### src/xcvr_cfg_regs.svh
// Register offsets, command bytes, field values and reset values of the configuration group
`ifndef XCVR_CFG_REGS_SVH
`define XCVR_CFG_REGS_SVH
// ----------------------------------------
// Command framing bytes
// ----------------------------------------
`define CMD_HEADER 8'hff
`define CMD_SIZE 8'h02
`define CMD_ESCAPE 8'hfe
`define RSP_ACK 8'h06
// ----------------------------------------
// Volatile offsets
// ----------------------------------------
`define ADDR_UID3 8'h68
`define ADDR_UID2 8'h69
`define ADDR_UID1 8'h6a
`define ADDR_UID0 8'h6b
`define ADDR_FAULT_MASK 8'h6c
`define ADDR_HOLD_TRAFFIC 8'h6e
`define ADDR_RX_GAIN_MODE 8'h6f
`define ADDR_LEGACY_COMPAT 8'h70
`define ADDR_FAULT_CODE 8'h79
// ----------------------------------------
// Non-volatile offsets
// ----------------------------------------
`define ADDR_UID3_NV 8'h1d
`define ADDR_UID0_NV 8'h20
`define ADDR_FAULT_MASK_NV 8'h21
`define ADDR_HOLD_TRAFFIC_NV 8'h23
`define ADDR_RX_GAIN_MODE_NV 8'h24
`define ADDR_LEGACY_COMPAT_NV 8'h25
// ----------------------------------------
// Field values and fault codes
// ----------------------------------------
`define HOLD_ON 8'h01
`define COMPAT_ON 8'h01
`define GAIN_MODE_MAX 8'h03
`define CODE_REG_WRITE_FAILURE 8'h13
`define CODE_RADIO_BUFFER_OVERFLOW 8'h09
// ----------------------------------------
// Reset values
// ----------------------------------------
`define RST_UID 8'h00
`define RST_FAULT_MASK 8'hff
`define RST_HOLD_TRAFFIC 8'h00
`define RST_RX_GAIN_MODE 8'h00
`define RST_LEGACY_COMPAT 8'h00
`define RST_FAULT_CODE 8'h00
`endif

### src/xcvr_cfg_pkg.sv
// Types shared by the configuration register group
package xcvr_cfg_pkg;
  // Command parser states, Gray from ST_IDLE through ST_SEL to ST_RADDR
  typedef enum logic [2:0] {
    ST_IDLE = 3'b000,
    ST_SIZE = 3'b001,
    ST_SEL = 3'b011,
    ST_RADDR = 3'b010,
    ST_WVAL = 3'b110,
    ST_RESP = 3'b111
  } parse_state_t;
  // Receiver gain modes
  typedef enum logic [1:0] {
    GAIN_AUTO = 2'b00,
    GAIN_HIGH_SENS = 2'b01,
    GAIN_MID_LIN = 2'b10,
    GAIN_HIGH_LIN = 2'b11
  } gain_mode_t;
  // Configuration seen by the radio side
  typedef struct packed {
    logic [31:0] dest_uid;
    logic [15:0] dest_uid_short;
    logic uid_target_valid;
    gain_mode_t gain_mode;
    logic legacy_compat_en;
  } radio_cfg_t;
  // One fault event
  typedef struct packed {
    logic valid;
    logic [7:0] code;
  } fault_evt_t;
endpackage

### src/transceiver_config_registers.sv
// Configuration register group with framed serial command parser and fault engine
//
// Notes on behaviour
// - Four destination ID bytes, volatile and non-volatile
// - Destination ID used only in ID mode
// - Each ID byte accessed by single commands
// - Short ID is byte1 high, byte0 low
// - Fault code ANDed with fault mask
// - Nonzero masked result raises fault line
// - Zero result: store code, line stays low
// - Reading fault code clears line
// - Mask bits 08,10,20 select fault groups
// - Mask bit 40 packet errors; ff all
// - Read: ff 02 fe addr; answer 06 addr value
// - Write: ff 02 addr value
// - Hold radio traffic while command line low
// - Release held traffic when command line high
// - Gain mode codes 0 to 3 decoded
// - Gain mode resets to automatic
// - Signal level compensated for gain mode
// - Compatibility register 0 off, 1 on
// - Newer fault overwrites unread code
`include "xcvr_cfg_regs.svh"
`timescale 1ns/10ps
`default_nettype none
module transceiver_config_registers
  import xcvr_cfg_pkg::*;
#(
  parameter int RBUF_DEPTH = 16,
  parameter int RBUF_AW = 4,
  parameter logic [7:0] OFS_HIGH_SENS = 8'h00,
  parameter logic [7:0] OFS_MID_LIN = 8'h07,
  parameter logic [7:0] OFS_HIGH_LIN = 8'h0a
) (
  input wire logic sys_clk,
  input wire logic rst,
  input wire logic cmd_valid,
  input wire logic [7:0] cmd_data,
  output logic cmd_ready,
  output logic rsp_valid,
  output logic [7:0] rsp_data,
  input wire logic rsp_ready,
  input wire logic cmd_line_n,
  input wire logic uid_mode_en,
  input wire fault_evt_t fault_in,
  output logic fault_line,
  input wire logic radio_valid,
  input wire logic [7:0] radio_data,
  output logic traffic_valid,
  output logic [7:0] traffic_data,
  input wire logic traffic_ready,
  input wire logic [7:0] rssi_raw,
  output logic [7:0] rssi_comp,
  output radio_cfg_t cfg
);
  // ----------------------------------------
  // Elaboration checks
  // ----------------------------------------
  if (RBUF_DEPTH < 2 || RBUF_DEPTH != (1 << RBUF_AW)) begin : g_bad_depth
    $error("RBUF_DEPTH must be a power of two equal to 2**RBUF_AW");
  end

  // ----------------------------------------
  // Helper functions
  // ----------------------------------------
  // True when the offset lies in a writable range; the unmapped offsets 6d and 22 fail
  function automatic logic addr_writable(input logic [7:0] a);
    addr_writable = (a >= `ADDR_UID3 && a <= `ADDR_FAULT_MASK) ||
                    (a >= `ADDR_HOLD_TRAFFIC && a <= `ADDR_LEGACY_COMPAT) ||
                    (a >= `ADDR_UID3_NV && a <= `ADDR_FAULT_MASK_NV) ||
                    (a >= `ADDR_HOLD_TRAFFIC_NV && a <= `ADDR_LEGACY_COMPAT_NV);
  endfunction

  // ----------------------------------------
  // State
  // ----------------------------------------
  parse_state_t state_reg, state_next; // Parser state
  logic [7:0] addr_reg; // Address of the write frame in flight
  logic [23:0] rsp_shift_reg; // Answer bytes, first byte on top
  logic [1:0] rsp_cnt_reg; // Answer bytes still to send
  logic [7:0] uid_v_reg [4]; // Volatile ID, index = byte number
  logic [7:0] uid_nv_reg [4]; // Non-volatile ID copy
  logic [7:0] fault_mask_reg, fault_mask_nv_reg;
  logic [7:0] hold_traffic_reg, hold_traffic_nv_reg;
  logic [7:0] rx_gain_mode_reg, rx_gain_mode_nv_reg;
  logic [7:0] legacy_compat_reg, legacy_compat_nv_reg;
  logic [7:0] fault_code_reg; // Last fault code
  logic fault_line_reg; // Pending unmasked fault
  logic cmd_sync1_reg, cmd_sync2_reg; // Command line synchroniser
  logic [7:0] rbuf_mem [RBUF_DEPTH]; // Held radio bytes
  logic [RBUF_AW:0] wr_ptr_reg, rd_ptr_reg;
  logic [7:0] rssi_comp_reg;
  logic ovf_evt; // Radio byte lost to a full buffer, read by the fault engine

  // ----------------------------------------
  // Command byte decode
  // ----------------------------------------
  wire logic byte_take = cmd_valid && cmd_ready;
  wire logic is_header = cmd_data == `CMD_HEADER;
  wire logic is_size = cmd_data == `CMD_SIZE;
  wire logic is_escape = cmd_data == `CMD_ESCAPE;
  wire logic do_write = byte_take && state_reg == ST_WVAL;
  wire logic wr_ok = do_write && addr_writable(addr_reg);
  wire logic wr_fail = do_write && !addr_writable(addr_reg);
  wire logic do_read = byte_take && state_reg == ST_RADDR;
  wire logic rd_fault = do_read && cmd_data == `ADDR_FAULT_CODE;
  wire logic [7:0] rd_value;
  wire logic [1:0] uid_v_idx = 2'(`ADDR_UID0 - addr_reg);
  wire logic [1:0] uid_nv_idx = 2'(`ADDR_UID0_NV - addr_reg);
  wire logic [1:0] rd_v_idx = 2'(`ADDR_UID0 - cmd_data);
  wire logic [1:0] rd_nv_idx = 2'(`ADDR_UID0_NV - cmd_data);

  assign cmd_ready = state_reg != ST_RESP;

  // Readback select, one byte per access
  assign rd_value =
    (cmd_data >= `ADDR_UID3 && cmd_data <= `ADDR_UID0) ? uid_v_reg[rd_v_idx] :
    (cmd_data >= `ADDR_UID3_NV && cmd_data <= `ADDR_UID0_NV) ? uid_nv_reg[rd_nv_idx] :
    (cmd_data == `ADDR_FAULT_MASK) ? fault_mask_reg :
    (cmd_data == `ADDR_FAULT_MASK_NV) ? fault_mask_nv_reg :
    (cmd_data == `ADDR_HOLD_TRAFFIC) ? hold_traffic_reg :
    (cmd_data == `ADDR_HOLD_TRAFFIC_NV) ? hold_traffic_nv_reg :
    (cmd_data == `ADDR_RX_GAIN_MODE) ? rx_gain_mode_reg :
    (cmd_data == `ADDR_RX_GAIN_MODE_NV) ? rx_gain_mode_nv_reg :
    (cmd_data == `ADDR_LEGACY_COMPAT) ? legacy_compat_reg :
    (cmd_data == `ADDR_LEGACY_COMPAT_NV) ? legacy_compat_nv_reg :
    (cmd_data == `ADDR_FAULT_CODE) ? fault_code_reg : 8'h00;

  // ----------------------------------------
  // Parser next state
  // ----------------------------------------
  // One byte per step, strictly in arrival order
  always_comb begin
    state_next = state_reg;
    unique case (state_reg)
      ST_IDLE: if (byte_take && is_header) state_next = ST_SIZE;
      ST_SIZE: if (byte_take) state_next = is_size ? ST_SEL : ST_IDLE;
      ST_SEL: if (byte_take) state_next = is_escape ? ST_RADDR : ST_WVAL;
      ST_RADDR: if (byte_take) state_next = ST_RESP;
      ST_WVAL: if (byte_take) state_next = ST_IDLE;
      ST_RESP: if (rsp_ready && rsp_cnt_reg == 2'd1) state_next = ST_IDLE;
      default: state_next = ST_IDLE;
    endcase
  end

  // Parser registers
  always_ff @(posedge sys_clk) begin
    if (rst) begin
      state_reg <= ST_IDLE;
      addr_reg <= 8'h00;
    end else begin
      state_reg <= state_next;
      // Write address follows the size byte directly
      if (byte_take && state_reg == ST_SEL) addr_reg <= cmd_data;
    end
  end

  // ----------------------------------------
  // Answer shifter
  // ----------------------------------------
  // Ack, address echo, value
  always_ff @(posedge sys_clk) begin
    if (rst) begin
      rsp_shift_reg <= 24'h000000;
      rsp_cnt_reg <= 2'd0;
    end else if (do_read) begin
      rsp_shift_reg <= {`RSP_ACK, cmd_data, rd_value};
      rsp_cnt_reg <= 2'd3;
    end else if (state_reg == ST_RESP && rsp_ready) begin
      rsp_shift_reg <= {rsp_shift_reg[15:0], 8'h00};
      rsp_cnt_reg <= rsp_cnt_reg - 2'd1;
    end
  end

  assign rsp_valid = state_reg == ST_RESP;
  assign rsp_data = rsp_shift_reg[23:16];

  // ----------------------------------------
  // Configuration registers
  // ----------------------------------------
  // Byte writes land in one register only
  always_ff @(posedge sys_clk) begin
    if (rst) begin
      for (int i = 0; i < 4; i++) begin
        uid_v_reg[i] <= `RST_UID;
        uid_nv_reg[i] <= `RST_UID;
      end
      fault_mask_reg <= `RST_FAULT_MASK;
      fault_mask_nv_reg <= `RST_FAULT_MASK;
      hold_traffic_reg <= `RST_HOLD_TRAFFIC;
      hold_traffic_nv_reg <= `RST_HOLD_TRAFFIC;
      rx_gain_mode_reg <= `RST_RX_GAIN_MODE;
      rx_gain_mode_nv_reg <= `RST_RX_GAIN_MODE;
      legacy_compat_reg <= `RST_LEGACY_COMPAT;
      legacy_compat_nv_reg <= `RST_LEGACY_COMPAT;
    end else if (wr_ok) begin
      if (addr_reg >= `ADDR_UID3 && addr_reg <= `ADDR_UID0) uid_v_reg[uid_v_idx] <= cmd_data;
      if (addr_reg >= `ADDR_UID3_NV && addr_reg <= `ADDR_UID0_NV) uid_nv_reg[uid_nv_idx] <= cmd_data;
      if (addr_reg == `ADDR_FAULT_MASK) fault_mask_reg <= cmd_data;
      if (addr_reg == `ADDR_FAULT_MASK_NV) fault_mask_nv_reg <= cmd_data;
      if (addr_reg == `ADDR_HOLD_TRAFFIC) hold_traffic_reg <= cmd_data;
      if (addr_reg == `ADDR_HOLD_TRAFFIC_NV) hold_traffic_nv_reg <= cmd_data;
      if (addr_reg == `ADDR_RX_GAIN_MODE) rx_gain_mode_reg <= cmd_data;
      if (addr_reg == `ADDR_RX_GAIN_MODE_NV) rx_gain_mode_nv_reg <= cmd_data;
      if (addr_reg == `ADDR_LEGACY_COMPAT) legacy_compat_reg <= cmd_data;
      if (addr_reg == `ADDR_LEGACY_COMPAT_NV) legacy_compat_nv_reg <= cmd_data;
    end
  end

  // ----------------------------------------
  // Decoded configuration
  // ----------------------------------------
  // Upper bits of the gain register are ignored
  wire gain_mode_t gain_mode = gain_mode_t'(rx_gain_mode_reg[1:0]);
  assign cfg.dest_uid = {uid_v_reg[3], uid_v_reg[2], uid_v_reg[1], uid_v_reg[0]};
  assign cfg.dest_uid_short = {uid_v_reg[1], uid_v_reg[0]};
  assign cfg.uid_target_valid = uid_mode_en;
  assign cfg.gain_mode = gain_mode;
  assign cfg.legacy_compat_en = legacy_compat_reg == `COMPAT_ON;

  // ----------------------------------------
  // Fault engine
  // ----------------------------------------
  // Outside events take priority over our own
  wire fault_evt_t fault_now = fault_in.valid ? fault_in :
    wr_fail ? fault_evt_t'{valid: 1'b1, code: `CODE_REG_WRITE_FAILURE} :
    ovf_evt ? fault_evt_t'{valid: 1'b1, code: `CODE_RADIO_BUFFER_OVERFLOW} :
    fault_evt_t'{valid: 1'b0, code: 8'h00};
  wire logic [7:0] fault_masked = fault_now.code & fault_mask_reg;
  wire logic fault_raise = fault_now.valid && fault_masked != 8'h00;

  // Code always stored; a new unmasked event beats a same-cycle clearing read
  always_ff @(posedge sys_clk) begin
    if (rst) begin
      fault_code_reg <= `RST_FAULT_CODE;
      fault_line_reg <= 1'b0;
    end else begin
      if (fault_now.valid) fault_code_reg <= fault_now.code;
      if (fault_raise) fault_line_reg <= 1'b1;
      else if (rd_fault) fault_line_reg <= 1'b0;
    end
  end

  assign fault_line = fault_line_reg;

  // ----------------------------------------
  // Command line synchroniser
  // ----------------------------------------
  always_ff @(posedge sys_clk) begin
    if (rst) begin
      cmd_sync1_reg <= 1'b1;
      cmd_sync2_reg <= 1'b1;
    end else begin
      cmd_sync1_reg <= cmd_line_n;
      cmd_sync2_reg <= cmd_sync1_reg;
    end
  end

  // ----------------------------------------
  // Radio traffic buffer
  // ----------------------------------------
  // Every byte goes through the buffer; with hold off it costs one cycle
  wire logic holding = hold_traffic_reg == `HOLD_ON && !cmd_sync2_reg;
  wire logic rbuf_empty = wr_ptr_reg == rd_ptr_reg;
  wire logic rbuf_full = wr_ptr_reg == {~rd_ptr_reg[RBUF_AW], rd_ptr_reg[RBUF_AW-1:0]};
  assign ovf_evt = radio_valid && rbuf_full;
  wire logic rbuf_push = radio_valid && !rbuf_full;
  wire logic rbuf_pop = traffic_valid && traffic_ready;

  // Drain stops only while holding
  assign traffic_valid = !rbuf_empty && !holding;
  assign traffic_data = rbuf_mem[rd_ptr_reg[RBUF_AW-1:0]];

  // Buffer storage, no reset needed on data
  always_ff @(posedge sys_clk) begin
    if (rbuf_push) rbuf_mem[wr_ptr_reg[RBUF_AW-1:0]] <= radio_data;
  end

  // Buffer pointers
  always_ff @(posedge sys_clk) begin
    if (rst) begin
      wr_ptr_reg <= '0;
      rd_ptr_reg <= '0;
    end else begin
      if (rbuf_push) wr_ptr_reg <= wr_ptr_reg + {{RBUF_AW{1'b0}}, 1'b1};
      if (rbuf_pop) rd_ptr_reg <= rd_ptr_reg + {{RBUF_AW{1'b0}}, 1'b1};
    end
  end

  // ----------------------------------------
  // Signal level compensation
  // ----------------------------------------
  // Automatic mode needs no offset here; the gain loop reports its own
  wire logic [7:0] gain_ofs = (gain_mode == GAIN_MID_LIN) ? OFS_MID_LIN :
                              (gain_mode == GAIN_HIGH_LIN) ? OFS_HIGH_LIN :
                              (gain_mode == GAIN_HIGH_SENS) ? OFS_HIGH_SENS : 8'h00;

  // Registered compensated level
  always_ff @(posedge sys_clk) begin
    if (rst) rssi_comp_reg <= 8'h00;
    else rssi_comp_reg <= rssi_raw + gain_ofs;
  end

  assign rssi_comp = rssi_comp_reg;

  // ----------------------------------------
  // Assertions
  // ----------------------------------------
  property p_read_answer;
    logic [7:0] a;
    @(posedge sys_clk) disable iff (rst)
    (do_read, a = cmd_data) |=> rsp_valid && rsp_data == `RSP_ACK && rsp_shift_reg[15:8] == a;
  endproperty
  a_read_answer: assert property (p_read_answer) else $error("read answer wrong");

  property p_write_lands;
    @(posedge sys_clk) disable iff (rst)
    wr_ok && addr_reg == `ADDR_FAULT_MASK |=> fault_mask_reg == $past(cmd_data);
  endproperty
  a_write_lands: assert property (p_write_lands) else $error("mask write lost");

  property p_fault_raise;
    @(posedge sys_clk) disable iff (rst)
    fault_now.valid && (fault_now.code & fault_mask_reg) != 8'h00 |=> fault_line;
  endproperty
  a_fault_raise: assert property (p_fault_raise) else $error("fault line not raised");

  property p_fault_quiet;
    @(posedge sys_clk) disable iff (rst)
    !fault_line && fault_now.valid && fault_masked == 8'h00 |=> !fault_line && fault_code_reg == $past(fault_now.code);
  endproperty
  a_fault_quiet: assert property (p_fault_quiet) else $error("masked fault misbehaved");

  property p_fault_clear;
    @(posedge sys_clk) disable iff (rst)
    rd_fault && !fault_raise |=> !fault_line;
  endproperty
  a_fault_clear: assert property (p_fault_clear) else $error("read did not clear line");

  property p_hold;
    @(posedge sys_clk) disable iff (rst)
    hold_traffic_reg == `HOLD_ON && !cmd_sync2_reg |-> !traffic_valid;
  endproperty
  a_hold: assert property (p_hold) else $error("traffic leaked while held");

  property p_pass;
    @(posedge sys_clk) disable iff (rst)
    hold_traffic_reg != `HOLD_ON && rbuf_push && rbuf_empty |=> traffic_valid && traffic_data == $past(radio_data);
  endproperty
  a_pass: assert property (p_pass) else $error("traffic not passed");

  property p_bad_header;
    @(posedge sys_clk) disable iff (rst)
    state_reg == ST_IDLE && byte_take && !is_header |=> state_reg == ST_IDLE;
  endproperty
  a_bad_header: assert property (p_bad_header) else $error("bad header accepted");

  property p_short_uid;
    @(posedge sys_clk) disable iff (rst)
    cfg.dest_uid_short == cfg.dest_uid[15:0];
  endproperty
  a_short_uid: assert property (p_short_uid) else $error("short id mismatch");

  c_read: cover property (@(posedge sys_clk) disable iff (rst) do_read ##[1:20] state_reg == ST_IDLE);
  c_write: cover property (@(posedge sys_clk) disable iff (rst) wr_ok);
  c_hold_release: cover property (@(posedge sys_clk) disable iff (rst) holding && !rbuf_empty ##[1:50] rbuf_pop);
  c_fault: cover property (@(posedge sys_clk) disable iff (rst) fault_raise ##[1:50] rd_fault);
endmodule // transceiver_config_registers
`default_nettype wire

### config.mk
export PLATFORM = sky130hd
export DESIGN_NAME = transceiver_config_registers
export DESIGN_NICKNAME = d
export VERILOG_FILES = /design/src/xcvr_cfg_pkg.sv /design/src/transceiver_config_registers.sv
export VERILOG_INCLUDE_DIRS = /design/src /design/src/src
export SDC_FILE = /design/constraint.sdc
export NUM_CORES = 1
export LEC_CHECK = 0
export ABC_AREA = 1
export BUFFER_PORTS_ARGS = -buffer_cell sky130_fd_sc_hd__buf_2
export CELL_PAD_IN_SITES_DETAIL_PLACEMENT = 0
export CELL_PAD_IN_SITES_GLOBAL_PLACEMENT = 2
export CORE_AREA = 2 2 212 214
export CTS_CLUSTER_SIZE = 25
export DETAILED_ROUTE_END_ITERATION = 16
export DIE_AREA = 0 0 214 216
export GPL_TIMING_DRIVEN = 0
export PLACE_DENSITY = 0.85
export SLEW_MARGIN = 20
export SYNTH_ARGS = -nofsm -noshare
export SYNTH_HDL_FRONTEND = slang
export SYNTH_SLANG_ARGS = --single-unit
export TNS_END_PERCENT = 1
### constraint.sdc
create_clock -name sys_clk -period 2.7 [get_ports sys_clk]
set_input_delay 0 -clock sys_clk [delete_from_list [all_inputs] [get_ports sys_clk]]
set_output_delay 0 -clock sys_clk [all_outputs]
set_load 0.02 [all_outputs]
# == Yosys cells after proc, flatten, opt, wreduce, memory -nomap -nowiden ==
# Memory sizes are Yosys's and may differ from the RTL's. A register that Yosys moved wholly into a read port is not among the register bits.
# Cells that the tools add are included.
# classes
add_sub_neg,8
multipliers,0
div,0
magnitude_cmp,14
eq_ne,39
shift,0
muxes,51
bitwise,2
n_reduce_logical,48
# ops
cell,count
$mux W8,13
$eq A8 B7 Y1 const B,9
$eq A8 B6 Y1 const B,8
$mux W19,2
$le A8 B6 Y1 const B,4
$le A8 B7 Y1 const B,4
$mux W9,3
$ge A8 B7 Y1 const B,3
$logic_and A1 B1 Y1,24
$mux W3,7
$pmux W3 S6,1
$eq A8 B1 Y1 const B,2
$eq A8 B8 Y1 const B,2
$ge A8 B5 Y1 const B,2
$mux W1,16
$mux W4,4
$reduce_and A2 Y1,8
$reduce_or A8 Y1,2
$add A5 B1 Y5 const B,2
$eq A5 B5 Y1,2
$mux W2,5
$ne A2 B2 Y1 const B,5
$add A8 B4 Y8,1
$and A8 B8 Y8,1
20 further kinds,32
# word_totals
register_bits,130
latch_bits,0
mem_bits_rw,192
romBits,0
input_bits,41
output_inout_bits,80
wordCells,185
n_memories,3
# memory_table
name,depth,width,read_ports,rd_ports_with_merged_regs,write_ports,line_no,rtl
rbuf_mem,16,8,1,1,1,transceiver_config_registers.sv:90,logic [7:0] rbuf_mem [RBUF_DEPTH];
uid_nv_reg,4,8,1,0,4,transceiver_config_registers.sv:82,logic [7:0] uid_nv_reg [4];
uid_v_reg,4,8,5,0,4,transceiver_config_registers.sv:81,logic [7:0] uid_v_reg [4];

# == Depth between registers and ports, before layout ==
# Gate-level depths: netlist of the first run.
# logic_depth
ltp_word,13
depth_mapped,19
depth_no_buf,16

# == Worst setup path before layout of the first run ==
# No wires, ideal clock.
# synth_timing
path_type,reg-to-reg
start,register addr_reg[0]
end,"memory uid_v_reg[3][0], enable pin"
setup_time_ps,387
arrival_ps,2612
t_required_ps,2313
setup_slack_ps,-299
path_stages_with_launch,13
n_path_buf,1
period_less_slack_ps,2999
path_cell_list,dfxtp_1 > clkbuf_1 > clkinv_1 > ha_1 > inv_1 > nor2_1 > o31ai_1 > nand2_1 > nand3_1 > nand2_2 > inv_4 > nand3b_2 > o31ai_1
# synth_lines
element,line_no,rtl
"start, declared",transceiver_config_registers.sv:78,logic [7:0] addr_reg;
"start signal, assigned",transceiver_config_registers.sv:154,if (byte_take && state_reg == ST_SEL) addr_reg <= cmd_data;
"end, declared",transceiver_config_registers.sv:81,

==> results of run 1 <==
==> worst max path at each step <==
stage / to / slack, ns / depth (start not counted)
floorplan: uid_v_reg[1][0]$_SDFFCE_PN0P_ / -0.08 / 16
global route: uid_v_reg[0][6]$_SDFFCE_PN0P_ / -0.14 / 15
finish: uid_v_reg[0][7]$_SDFFCE_PN0P_ / 0.004 / 15
CTS: uid_v_reg[0][7]$_SDFFCE_PN0P_ / -0.05 / 15
global placement: rsp_shift_reg[0]$_SDFFE_PP0P_ / -0.94 / 16
detailed placement: rsp_shift_reg[0]$_SDFFE_PP0P_ / -0.97 / 16
==> cell type report <==
class / count / area share (%)
clock inverter: 15 / 1.130
clock buffer: 53 / 5.912
timing repair buffer: 160 / 5.586
inverter: 180 / 3.867
sequential: 326 / 46.82
buffer: 109 / 3.251
multi-input combinational: 983 / 29.33
tap: 592 / 4.103
==> cells in the mapped netlist (27+ instances only) <==
| master | count |
|---|---|
| o21ai_0 | 133 |
| inv_1 | 171 |
| edfxtp_1 | 192 |
| nor2_1 | 121 |
| mux2i_1 | 32 |
| nand2_1 | 281 |
| buf_4 | 27 |
| a21oi_1 | 157 |
| o211ai_1 | 46 |
| nand3_1 | 70 |
| clkbuf_1 | 63 |
| dfxtp_1 | 134 |
==> kinds of logic after synthesis <==
| logic type | count (synthesis) | share of synthesized area, % |
|---|---|---|
| buf+inv | 290 | 8.235 |
| compound gates | 385 | 14.69 |
| flops | 326 | 57.08 |
| xor+xnor | 4 | 0.2368 |
| mux | 32 | 2.164 |
| simple gates | 542 | 15.84 |
| fa+ha+maj | 20 | 1.742 |
==> repair_timing <==
item	CTS	global route
pin swaps	5	3
hold buffers	35	0
hold endpoints to repair	166	0
buffers inserted	8	0
gates resized for setup	41	33
endpoints found under the setup margin	200	153
==> worst max-delay path, stage by stage (launching register included) <==
cell and delay, ns:
dfxtp_2 0.36, clkinvlp_4 0.10, buf_4 0.14, ha_2 0.21, nor2_1 0.06, o31ai_2 0.23, nand2_1 0.11, nand3_1 0.10
nand2_2 0.08, inv_4 0.11, nand3b_4 0.11, or2_1 0.24, buf_6 0.15, nor2_8 0.15, nand2_8 0.11, nand2_8 0.11
==> per-layer routing <==
layer	vias up	part of all wire (%)	track usage (%)
met5	-	0	0
met4	0	2.1	5.734
met3	63	5.4	2.833
met2	342	47	33.10
met1	5814	45	27.58
li1	5849	-	-
==> power by group through the flow <==
stage | logic (mW) | registers (mW) | clock network (mW)
floorplan | 0.559 | 5.51 | 0
global placement | 0.990 | 5.49 | 0
detailed placement | 1.00 | 5.49 | 0
CTS | 1.05 | 5.39 | 5.30
global route | 1.14 | 5.39 | 5.51
finish | 1.06 | 5.39 | 5.22
==> metrics by stage <==
stage,power (mW),TNS (ns),utilization (%),std cells,instance area [sq um]
final,11.67,0,41.18,2418,18050
after global routing,12.04,-8.320,41.18,2418,18050
after CTS,11.74,-0.6081,41.01,2418,17980
after detailed placement,6.493,-73.04,36.81,2308,16140
after global placement,6.480,-66.99,36.81,2308,16140
after floorplan,6.067,-1.269,-,1599,14810
==> impl_results.rst, run 1 <==
.. list-table::
   :header-rows: 1

   * - Metric
     - Value
   * - Portion of synthesized cell area occupied by the leading cell type
     - 38.96%
   * - Number of warnings reported in the yosys synthesis log
     - 0
   * - Biggest fanout along the worst timing path
     - 9
   * - Post-detailed-route wirelength per cell
     - just under 20 microns
   * - RSZ-0062 raised after global routing
     - true
   * - Power density cells
     - 646.2 mW/mm^2
   * - Total net switching power
     - ~2.9 mW
   * - Clock insertion delay at the later pin of the skew report
     - roughly 0.57 ns
   * - Number of max-slew violations in the final report
     - 0
   * - CTS clock-pin slew for the worst setup and hold paths
     - approximately 0.06 ns
   * - Cell type with the highest aggregate area in the netlist
     - edfxtp_1
   * - Number of enable flip-flop cells after synthesis
     - 192
   * - Number of I/O pins
     - 121
   * - Category of the worst setup path launch point
     - register
   * - Die footprint
     - 0.04622 sq mm
   * - Number of distinct library cell variants in the gate-level netlist after synthesis
     - 51
   * - Area used by sequential logic in the layout
     - 0.008452 sq mm
   * - Main flop type after synthesis
     - edfxtp_1
   * - Final setup viols
     - 0
   * - CP required
     - 2.95 ns
   * - Reg-to-reg critical path startpoint
     - addr_reg[1]$_SDFFE_PP0P_
   * - Vias per Instance
     - 4.991
   * - Sequential power share
     - a little under half
   * - Final WL
     - 46.99 mm
   * - Global-route usage over all layers
     - 20.10%
   * - Worst setup startpoint
     - addr_reg[1]$_SDFFE_PP0P_
   * - Maximum achievable frequency
     - about 370 MHz
   * - Shortest clock period the worst path allows after layout
     - between 2 and 3 ns
   * - Floorplan Core Area
     - about 0.044 sq mm
   * - Share of cells above drive strength 1
     - 16.76%
   * - Register-to-register setup slack
     - between 0.004 and 0.005 ns
   * - Kind of capture point of the worst setup path
     - register
   * - Part of the total power dissipated in the clock network
     - 44.8%
   * - Number of fill cells in the layout
     - 4337
   * - Wire length of the first global-routing pass
     - roughly 70 mm
   * - Number of nets in the synthesized netlist
     - ~1.7k
   * - Sink Count
     - 326
   * - Nets@finish
     - between 1.5k and 2k
   * - Signal arrival time at the worst endpoint
     - 2.95 ns
   * - Die height
     - approximately 220 microns
   * - Post-placement setup slack
     - -0.9666 ns
   * - Final weighted congestion in routability-driven placement
     - 0.8623
   * - CTS H-tree lvls
     - 2
   * - Internal power
     - between 8 and 9 mW
   * - First DRT Iteration DRCs
     - 945
   * - CTS tree
     - yes
   * - Critical path class
     - reg -> reg
   * - Worst setup skew after layout
     - about 0.018 ns
   * - Post-DP HPWL
     - about 34 mm
   * - Remaining routing DRC violations
     - 0
   * - Effective utilization at floorplan
     - 33.76%
   * - Maximum buffer depth of the clock tree
     - 3
   * - Transition at the pin with the smallest max-transition slack
     - 1.107 ns
   * - Worst Hold Launch
     - cmd_data[2]
   * - Synth async-reset ratio
     - 0%
   * - Maximum number of pins on one net before global-route repair
     - 17
   * - Die X
     - approximately 210 microns
   * - Tightest Hold Check Type
     - in -> reg
   * - Number of search-and-repair iterations in the first detailed-routing pass
     - 7
   * - Most common library cell in the layout ignoring fill and taps
     - nand2_1
   * - Multi-input combinational cell area
     - around 0.0053 sq mm
   * - Diode insertion count for antenna repair
     - 0
   * - CTS Buf Count
     - 37
   * - Worst min-delay path endpoint
     - rsp_shift_reg[10]$_SDFFE_PP0P_
   * - Via count of the first global-routing pass
     - 11.56k
   * - Netlist area before placement
     - about 0.015 sq mm
   * - Total via count after detailed routing
     - 12.07k
   * - Clock tree root driver cell
     - clkbuf_16
   * - Global route total overflow
     - 0
   * - Outcome
     - complete, no violations
   * - Post-synthesis sequential area ratio
     - a little under three fifths
   * - Final Hold Slack
     - 0.03548 ns
   * - Worst-case headroom to the max-slew limit
     - 26.17%
   * - Site Rows
     - 77
   * - Hold Path Depth
     - 4
   * - Reg-to-Reg End
     - uid_v_reg[0][7]$_SDFFCE_PN0P_
   * - Final Cycle Share
     - 99.84%
   * - Largest cells by area after synthesis
     - edfxtp_1 (39%), dfxtp_1 (18%), nand2_1 (7.1%)
   * - Post-detailed-route count of antenna-violating nets
     - 0
   * - R2R cell count
     - 15
   * - Maximum vdd drop
     - 395.5 uV
   * - Most frequent cells in the layout
     - nand2_1 (273), edfxtp_1 (192), inv_1 (169), a21oi_1 (157), dfxtp_1 (131)
   * - Combinational cell fraction of total power
     - 9.1%
   * - Post-route setup slack
     - 0.004293 ns
   * - Mean Syn Cell Area
     - 9.255 sq um
   * - Net Sw Frac
     - 25.00%
   * - Number of flip-flops in the largest register
     - 128
   * - Input/output buffers
     - 117
   * - Initial antenna violation count
     - 0
   * - Flip-flop and latch count after synthesis
     - 326
   * - Post-synthesis cell count
     - roughly 1.6k
   * - Area Overhead vs Synth
     - 21.98%
   * - LEAKAGE
     - 7.128 nW
   * - Count of maximum capacitance violations
     - 0
   * - Final hold viol count
     - 0
Power figures use the tool's default switching activity.
==> run 2: changes to the inputs <==
--- a/config.mk
+++ b/config.mk
@@ -15,6 +15,7 @@
 export DETAILED_ROUTE_END_ITERATION = 16
 export DIE_AREA = 0 0 214 216
 export GPL_TIMING_DRIVEN = 0
+export MAX_ROUTING_LAYER = met4
 export PLACE_DENSITY = 0.85
 export SLEW_MARGIN = 20
 export SYNTH_ARGS = -nofsm -noshare
==> impl_results.rst, run 2 (same netlist as run 1, synthesis figures left out) <==
.. list-table::
   :header-rows: 1

   * - Metric
     - Value
   * - Die footprint
     - about 0.046 sq mm
   * - Via count of the first global-routing pass
     - ~12k
   * - Wire length of the first global-routing pass
     - 70.34 mm
   * - CP required
     - 2.95 ns
   * - Worst-case headroom to the max-slew limit
     - 25.58%
   * - Kind of capture point of the worst setup path
     - register
   * - Clock tree root driver cell
     - clkbuf_16
   * - Number of placed cells counting well taps
     - 2308
   * - Final Cycle Share
     - 100.1%
   * - Sink Count
     - 326
   * - Final weighted congestion in routability-driven placement
     - around 0.88
   * - Number of fill cells in the layout
     - 4337
   * - Initial antenna violation count
     - 0
   * - Vias per Instance
     - 4.987
   * - Multi-input combinational cell area
     - 0.005295 sq mm
   * - Post-detailed-route count of antenna-violating nets
     - 0
   * - Maximum number of pins on one net before global-route repair
     - 17
   * - Overall power consumption
     - 11.66 mW
   * - Count of maximum capacitance violations
     - 0
   * - Share of cells above drive strength 1
     - 16.76%
   * - Biggest fanout along the worst timing path
     - 9
   * - Global route total overflow
     - 0
   * - Maximum achievable frequency
     - between 300 and 400 MHz
   * - Transition at the pin with the smallest max-transition slack
     - 1.116 ns
   * - Area used by sequential logic in the layout
     - 0.008452 sq mm
   * - CTS H-tree lvls
     - 2
   * - Final WL
     - 46.98 mm
   * - Final Non-Filler Cells
     - ~2.4k
   * - Effective utilization at floorplan
     - 33.76%
   * - First DRT Iteration DRCs
     - 959
   * - Category of the worst setup path launch point
     - register
   * - Global-route usage over all layers
     - 20.71%
   * - Number of max-slew violations in the final report
     - 0
   * - Die height
     - about 220 microns
   * - CTS tree
     - yes
   * - Post-detailed-route wirelength per cell
     - 19.43 microns
   * - Most common library cell in the layout ignoring fill and taps
     - nand2_1
   * - Power density cells
     - 646.0 mW/mm^2
   * - Die X
     - approximately 210 microns
   * - Tightest Hold Check Type
     - in -> reg
   * - Most frequent cells in the layout
     - nand2_1 (273), edfxtp_1 (192), inv_1 (169), a21oi_1 (157), dfxtp_1 (131)
   * - Most numerous cell on the critical path
     - nand2_8
   * - Worst setup startpoint
     - addr_reg[1]$_SDFFE_PP0P_
   * - Post-DP HPWL
     - 34.20 mm
   * - Post-route core utilization
     - 41.18%
   * - Maximum buffer depth of the clock tree
     - 3
   * - Number of search-and-repair iterations in the first detailed-routing pass
     - 5
   * - Number of flip-flops in the largest register
     - 128
   * - Worst Hold Launch
     - cmd_data[2]
   * - CTS clock-pin slew for the worst setup and hold paths
     - 0.06 ns
   * - Slowest-stage cell, CP
     - dfxtp_2
   * - Worst setup skew after layout
     - ~0.021 ns
   * - Nets@finish
     - 1858
   * - Diode insertion count for antenna repair
     - 0
   * - Final hold viol count
     - 0
   * - Floorplan Core Area
     - between 0.04 and 0.05 sq mm
   * - Final setup viols
     - 3
   * - Violations in the final reports
     - setup timing
   * - Reg-to-reg critical path startpoint
     - addr_reg[1]$_SDFFE_PP0P_
   * - Number of I/O pins
     - 121
   * - Outcome
     - finished with violations
   * - Remaining routing DRC violations
     - 0
   * - Post-route setup slack
     - -0.003335 ns
   * - Signal arrival time at the worst endpoint
     - roughly 3.0 ns
   * - LEAKAGE
     - 7.128 nW
   * - Series of cell instances along the critical path
     - clkinvlp_4 > buf_4 > ha_2 > nor2_1 > o31ai_2 > nand2_1 > nand3_1 > nand2_2 > inv_4 > nand3b_4 > or2_1 > buf_6 > nor2_8 > nand2_8 > nand2_8
   * - Crit-path max cell delay
     - 0.36 ns
   * - Shortest clock period the worst path allows after layout
     - 2.703 ns
   * - Clock insertion delay at the later pin of the skew report
     - 0.57 ns
   * - Input/output buffers
     - between 100 and 150
   * - Site Rows
     - 77
   * - Maximum vdd drop
     - 395.0 uV
   * - Area Overhead vs Synth
     - 21.98%
   * - RSZ-0062 raised after global routing
     - true
   * - Critical path class
     - reg -> reg
   * - Total via count after detailed routing
     - 12.06k
   * - CTS Buf Count
     - 37
-- run 2: cell type report --
cell class	count	share of cell area, %
flip-flops and latches	326	46.82
repair buffers	160	5.586
plain buffers	109	3.251
multi-input cells	983	29.33
clock buffers	53	5.912
well taps	592	4.103
inverters	180	3.867
clock inverters	15	1.130
-- run 2: power by group --
| part | switching, mW | internal (mW) |
|---|---|---|
| registers | 0.0450 | 5.34 |
| clock network | 2.13 | 3.08 |
| logic | 0.734 | 0.326 |
| total | 2.91 | 8.75 |
-- run 2: worst max-delay path, delay by kind of cell, from the launching register on --
family | cells | cell delay [ns]
simple gates | 9 | 1.08
buf+inv | 4 | 0.50
flops | 1 | 0.36
compound gates | 1 | 0.24
fa+ha+maj | 1 | 0.21
-- run 2: worst paths after layout --
kind / endpoint / slack, ns / depth (start not counted)
max: uid_v_reg[0][7]$_SDFFCE_PN0P_ / -0.003 / 15
min reg2reg: cmd_sync2_reg$_SDFF_PP1_ / 0.41 / 1
min: rsp_shift_reg[10]$_SDFFE_PP0P_ / 0.05 / 4
max reg2reg: uid_v_reg[0][7]$_SDFFCE_PN0P_ / -0.003 / 15
-- run 2: what timing repair did --
action,4_1_cts,5_1_grt
resized for setup,41,33
setup endpoints to repair,200,153
hold endpoints to repair,166,0
pin swaps,5,3
buffers inserted,8,0
hold buffers,35,0
-- run 2: per-layer routing --
metal / share of wire [%] / GRT usage [%] / wire length, microns
met5: 0 / - / 0
met4: 2.1 / 5.711 / 990
met3: 5.3 / 2.819 / 2502
met1: 45 / 27.58 / 21260
met2: 47 / 33.13 / 22230
-- run 2: metrics by stage --
| step | instance area, sq um | worst slack [ns] | setup TNS (ns) | hold WS, ns |
|---|---|---|---|---|
| after CTS | 17980 | -0.05264 | -0.6081 | 0.01807 |
| after global routing | 18050 | -0.1425 | -8.355 | 0.04319 |
| after detailed placement | 16140 | -0.9666 | -73.04 | 0.2188 |
| after floorplan | 14810 | -0.07721 | -1.269 | 0.09887 |
| final | 18050 | -0.003335 | -0.008998 | 0.04808 |
| after global placement | 16140 | -0.9382 | -66.99 | 0.2143 |
==> run 3: changes to the inputs <==
--- a/config.mk
+++ b/config.mk
@@ -14,9 +14,9 @@
 export CTS_CLUSTER_SIZE = 25
 export DETAILED_ROUTE_END_ITERATION = 16
 export DIE_AREA = 0 0 214 216
-export GPL_TIMING_DRIVEN = 0
 export MAX_ROUTING_LAYER = met4
-export PLACE_DENSITY = 0.85
+export PLACE_DENSITY = 0.72
+export RECOVER_POWER = 50
 export SLEW_MARGIN = 20
 export SYNTH_ARGS = -nofsm -noshare
 export SYNTH_HDL_FRONTEND = slang
==> impl_results.rst, run 3 (same netlist as run 1, synthesis figures left out) <==
.. list-table::
   :header-rows: 1

   * - Metric
     - Value
   * - Outcome
     - complete, no violations
   * - Area Overhead vs Synth
     - 21.45%
   * - CTS Buf Count
     - 40
   * - Wire length of the first global-routing pass
     - between 60 and 70 mm
   * - Maximum buffer depth of the clock tree
     - 3
   * - Final weighted congestion in routability-driven placement
     - 0.7961
   * - LEAKAGE
     - ~7 nW
   * - Multi-input combinational cell area
     - 0.005162 sq mm
   * - Maximum number of pins on one net before global-route repair
     - 73
   * - Die footprint
     - approximately 0.046 sq mm
   * - Critical path class
     - reg -> reg
   * - Post-detailed-route count of antenna-violating nets
     - 0
   * - Worst Hold Launch
     - uid_mode_en
   * - Shortest clock period the worst path allows after layout
     - 2.455 ns
   * - Setup Buffers After CTS
     - 0
   * - Total net switching power
     - 2.871 mW
   * - Sequential power share
     - 44.6%
   * - Kind of capture point of the worst setup path
     - register
   * - Post-placement setup slack
     - 0.1170 ns
   * - Number of search-and-repair iterations in the first detailed-routing pass
     - 5
   * - Biggest fanout along the worst timing path
     - 9
   * - Register-to-register setup slack
     - 0.25 ns
   * - Combinational cell fraction of total power
     - between 7 and 8%
   * - Post-detailed-route wirelength per cell
     - 18.93 microns
   * - Net Sw Frac
     - 23.60%
   * - Global route total overflow
     - 0
   * - Transition at the pin with the smallest max-transition slack
     - 0.9578 ns
   * - Area used by sequential logic in the layout
     - 0.008452 sq mm
   * - Clock tree root driver cell
     - clkbuf_16
   * - Global-route usage over all layers
     - 20.19%
   * - Effective utilization at floorplan
     - 33.76%
   * - RSZ-0062 raised after global routing
     - false
   * - Post-route core utilization
     - about two fifths
   * - Number of fill cells in the layout
     - 4422
   * - Final setup viols
     - 0
   * - Tightest Hold Check Type
     - in -> out
   * - Nets@finish
     - 1832
   * - Post-DP HPWL
     - 31.54 mm
   * - Maximum vdd drop
     - ~400 uV
   * - Post-Route Setup TNS
     - 0 ns
   * - Part of the total power dissipated in the clock network
     - 47.5%
   * - CTS H-tree lvls
     - 2
   * - Die height
     - 216 microns
   * - Maximum achievable frequency
     - 407.4 MHz
   * - CTS clock-pin slew for the worst setup and hold paths
     - around 0.06 ns
   * - Final Cycle Share
     - slightly above 90%
   * - Diode insertion count for antenna repair
     - 0
   * - Post-route setup slack
     - 0.2452 ns
   * - Via count of the first global-routing pass
     - roughly 11k
   * - First DRT Iteration DRCs
     - 924
   * - CTS tree
     - yes
   * - Worst-case headroom to the max-slew limit
     - 36.15%
   * - Worst min-delay path endpoint
     - cfg[3]
   * - Clock insertion delay at the later pin of the skew report
     - 0.56 ns
   * - Final WL
     - 45.35 mm
   * - Signal arrival time at the worst endpoint
     - between 2 and 3 ns
   * - Share of cells above drive strength 1
     - 12.09%
   * - Number of flip-flops in the largest register
     - 128
   * - Power density cells
     - 676.7 mW/mm^2
   * - Category of the worst setup path launch point
     - register
   * - Number of I/O pins
     - 121
   * - Most common library cell in the layout ignoring fill and taps
     - nand2_1
   * - Die X
     - 214 microns
   * - Hold Path Depth
     - 0
   * - Total via count after detailed routing
     - roughly 12k
   * - CP required
     - 2.96 ns
   * - Number of max-slew violations in the final report
     - 0
   * - Internal power
     - 9.292 mW
   * - Remaining routing DRC violations
     - 0
   * - Initial antenna violation count
     - 0
   * - Worst setup skew after layout
     - 0.02757 ns
   * - Final hold viol count
     - 0
   * - Vias per Instance
     - 4.868
   * - Input/output buffers
     - 118
   * - Floorplan Core Area
     - 0.04384 sq mm
   * - Site Rows
     - just under 80
   * - Most frequent cells in the layout
     - nand2_1 (279), edfxtp_1 (192), inv_1 (170), a21oi_1 (157), dfxtp_1 (133)
   * - Reg-to-Reg End
     - uid_v_reg[1][2]$_SDFFCE_PN0P_
   * - Count of maximum capacitance violations
     - 0
   * - R2R cell count
     - 14
   * - Sink Count
     - 326
   * - Reg-to-reg critical path startpoint
     - addr_reg[0]$_SDFFE_PP0P_
## run 3: how the worst max path moves through the flow
stage / from / end / slack (ns)
after floorplan: addr_reg[0]$_SDFFE_PP0P_ / uid_v_reg[1][0]$_SDFFCE_PN0P_ / -0.08
after global placement: addr_reg[0]$_SDFFE_PP0P_ / uid_v_reg[1][1]$_SDFFCE_PN0P_ / 0.17
after detailed placement: addr_reg[0]$_SDFFE_PP0P_ / uid_v_reg[1][4]$_SDFFCE_PN0P_ / 0.12
after CTS: addr_reg[0]$_SDFFE_PP0P_ / uid_v_reg[1][2]$_SDFFCE_PN0P_ / 0.11
after global routing: addr_reg[0]$_SDFFE_PP0P_ / fault_code_reg[3]$_SDFFE_PP0P_ / 0.01
final: addr_reg[0]$_SDFFE_PP0P_ / uid_v_reg[1][2]$_SDFFCE_PN0P_ / 0.25
## run 3: area by class of cell
class	count	share of cell area (%)
Inverter	180	3.773
Sequential cell	326	47.02
Clock inverter	20	1.608
Tap cell	592	4.121
Timing Repair Buffer	240	8.430
Multi-Input combinational cell	983	28.72
Clock buffer	54	6.321
## run 3: layer usage
layer / global-route usage [%] / up-vias / share of wire, %
li1: - / 5788 / -
met1: 27.47 / 5546 / 47
met2: 31.05 / 273 / 46
met3: 3.848 / 51 / 5.5
met4: 4.965 / 0 / 1.6
met5: - / - / 0
## run 3: worst max-delay path: stages (launching register included)
cell	delay, ns
dfxtp_1	0.35
clkinv_1	0.09
ha_1	0.21
inv_1	0.07
nor2_1	0.05
o31ai_2	0.22
nand2_1	0.11
nand3_1	0.11
nand2_2	0.08
inv_4	0.11
nand3b_2	0.11
or2_4	0.27
nor2_8	0.11
nand2_4	0.11
nand2_4	0.13
## run 3: what timing repair did
item	CTS	global route
setup endpoints to repair	0	32
hold buffers	45	0
resized for setup	0	6
endpoints found under the hold margin	198	0
## run 3: metrics by stage
step / cells / hold WS [ns] / cell area [sq um] / power (mW)
3_5_place_dp: 2276 / 0.0001367 / 16220 / 6.451
2_1_floorplan: 1599 / 0.09887 / 14810 / 6.067
4_1_cts: 2395 / 0.0001367 / 18090 / 12.31
6_report: 2395 / 0.00004353 / 17970 / 12.16
3_3_place_gp: 2276 / 0.0001367 / 16220 / 6.449
5_1_grt: 2395 / 0.0001152 / 17970 / 12.61
## run 3: power by group through the flow
stage / clock, mW / sequential, mW / combinational (mW)
finish: 5.78 / 5.42 / 0.961
detailed placement: 0 / 5.52 / 0.926
CTS: 5.91 / 5.42 / 0.981
floorplan: 0 / 5.51 / 0.559
global route: 6.13 / 5.43 / 1.06
global placement: 0 / 5.52 / 0.925
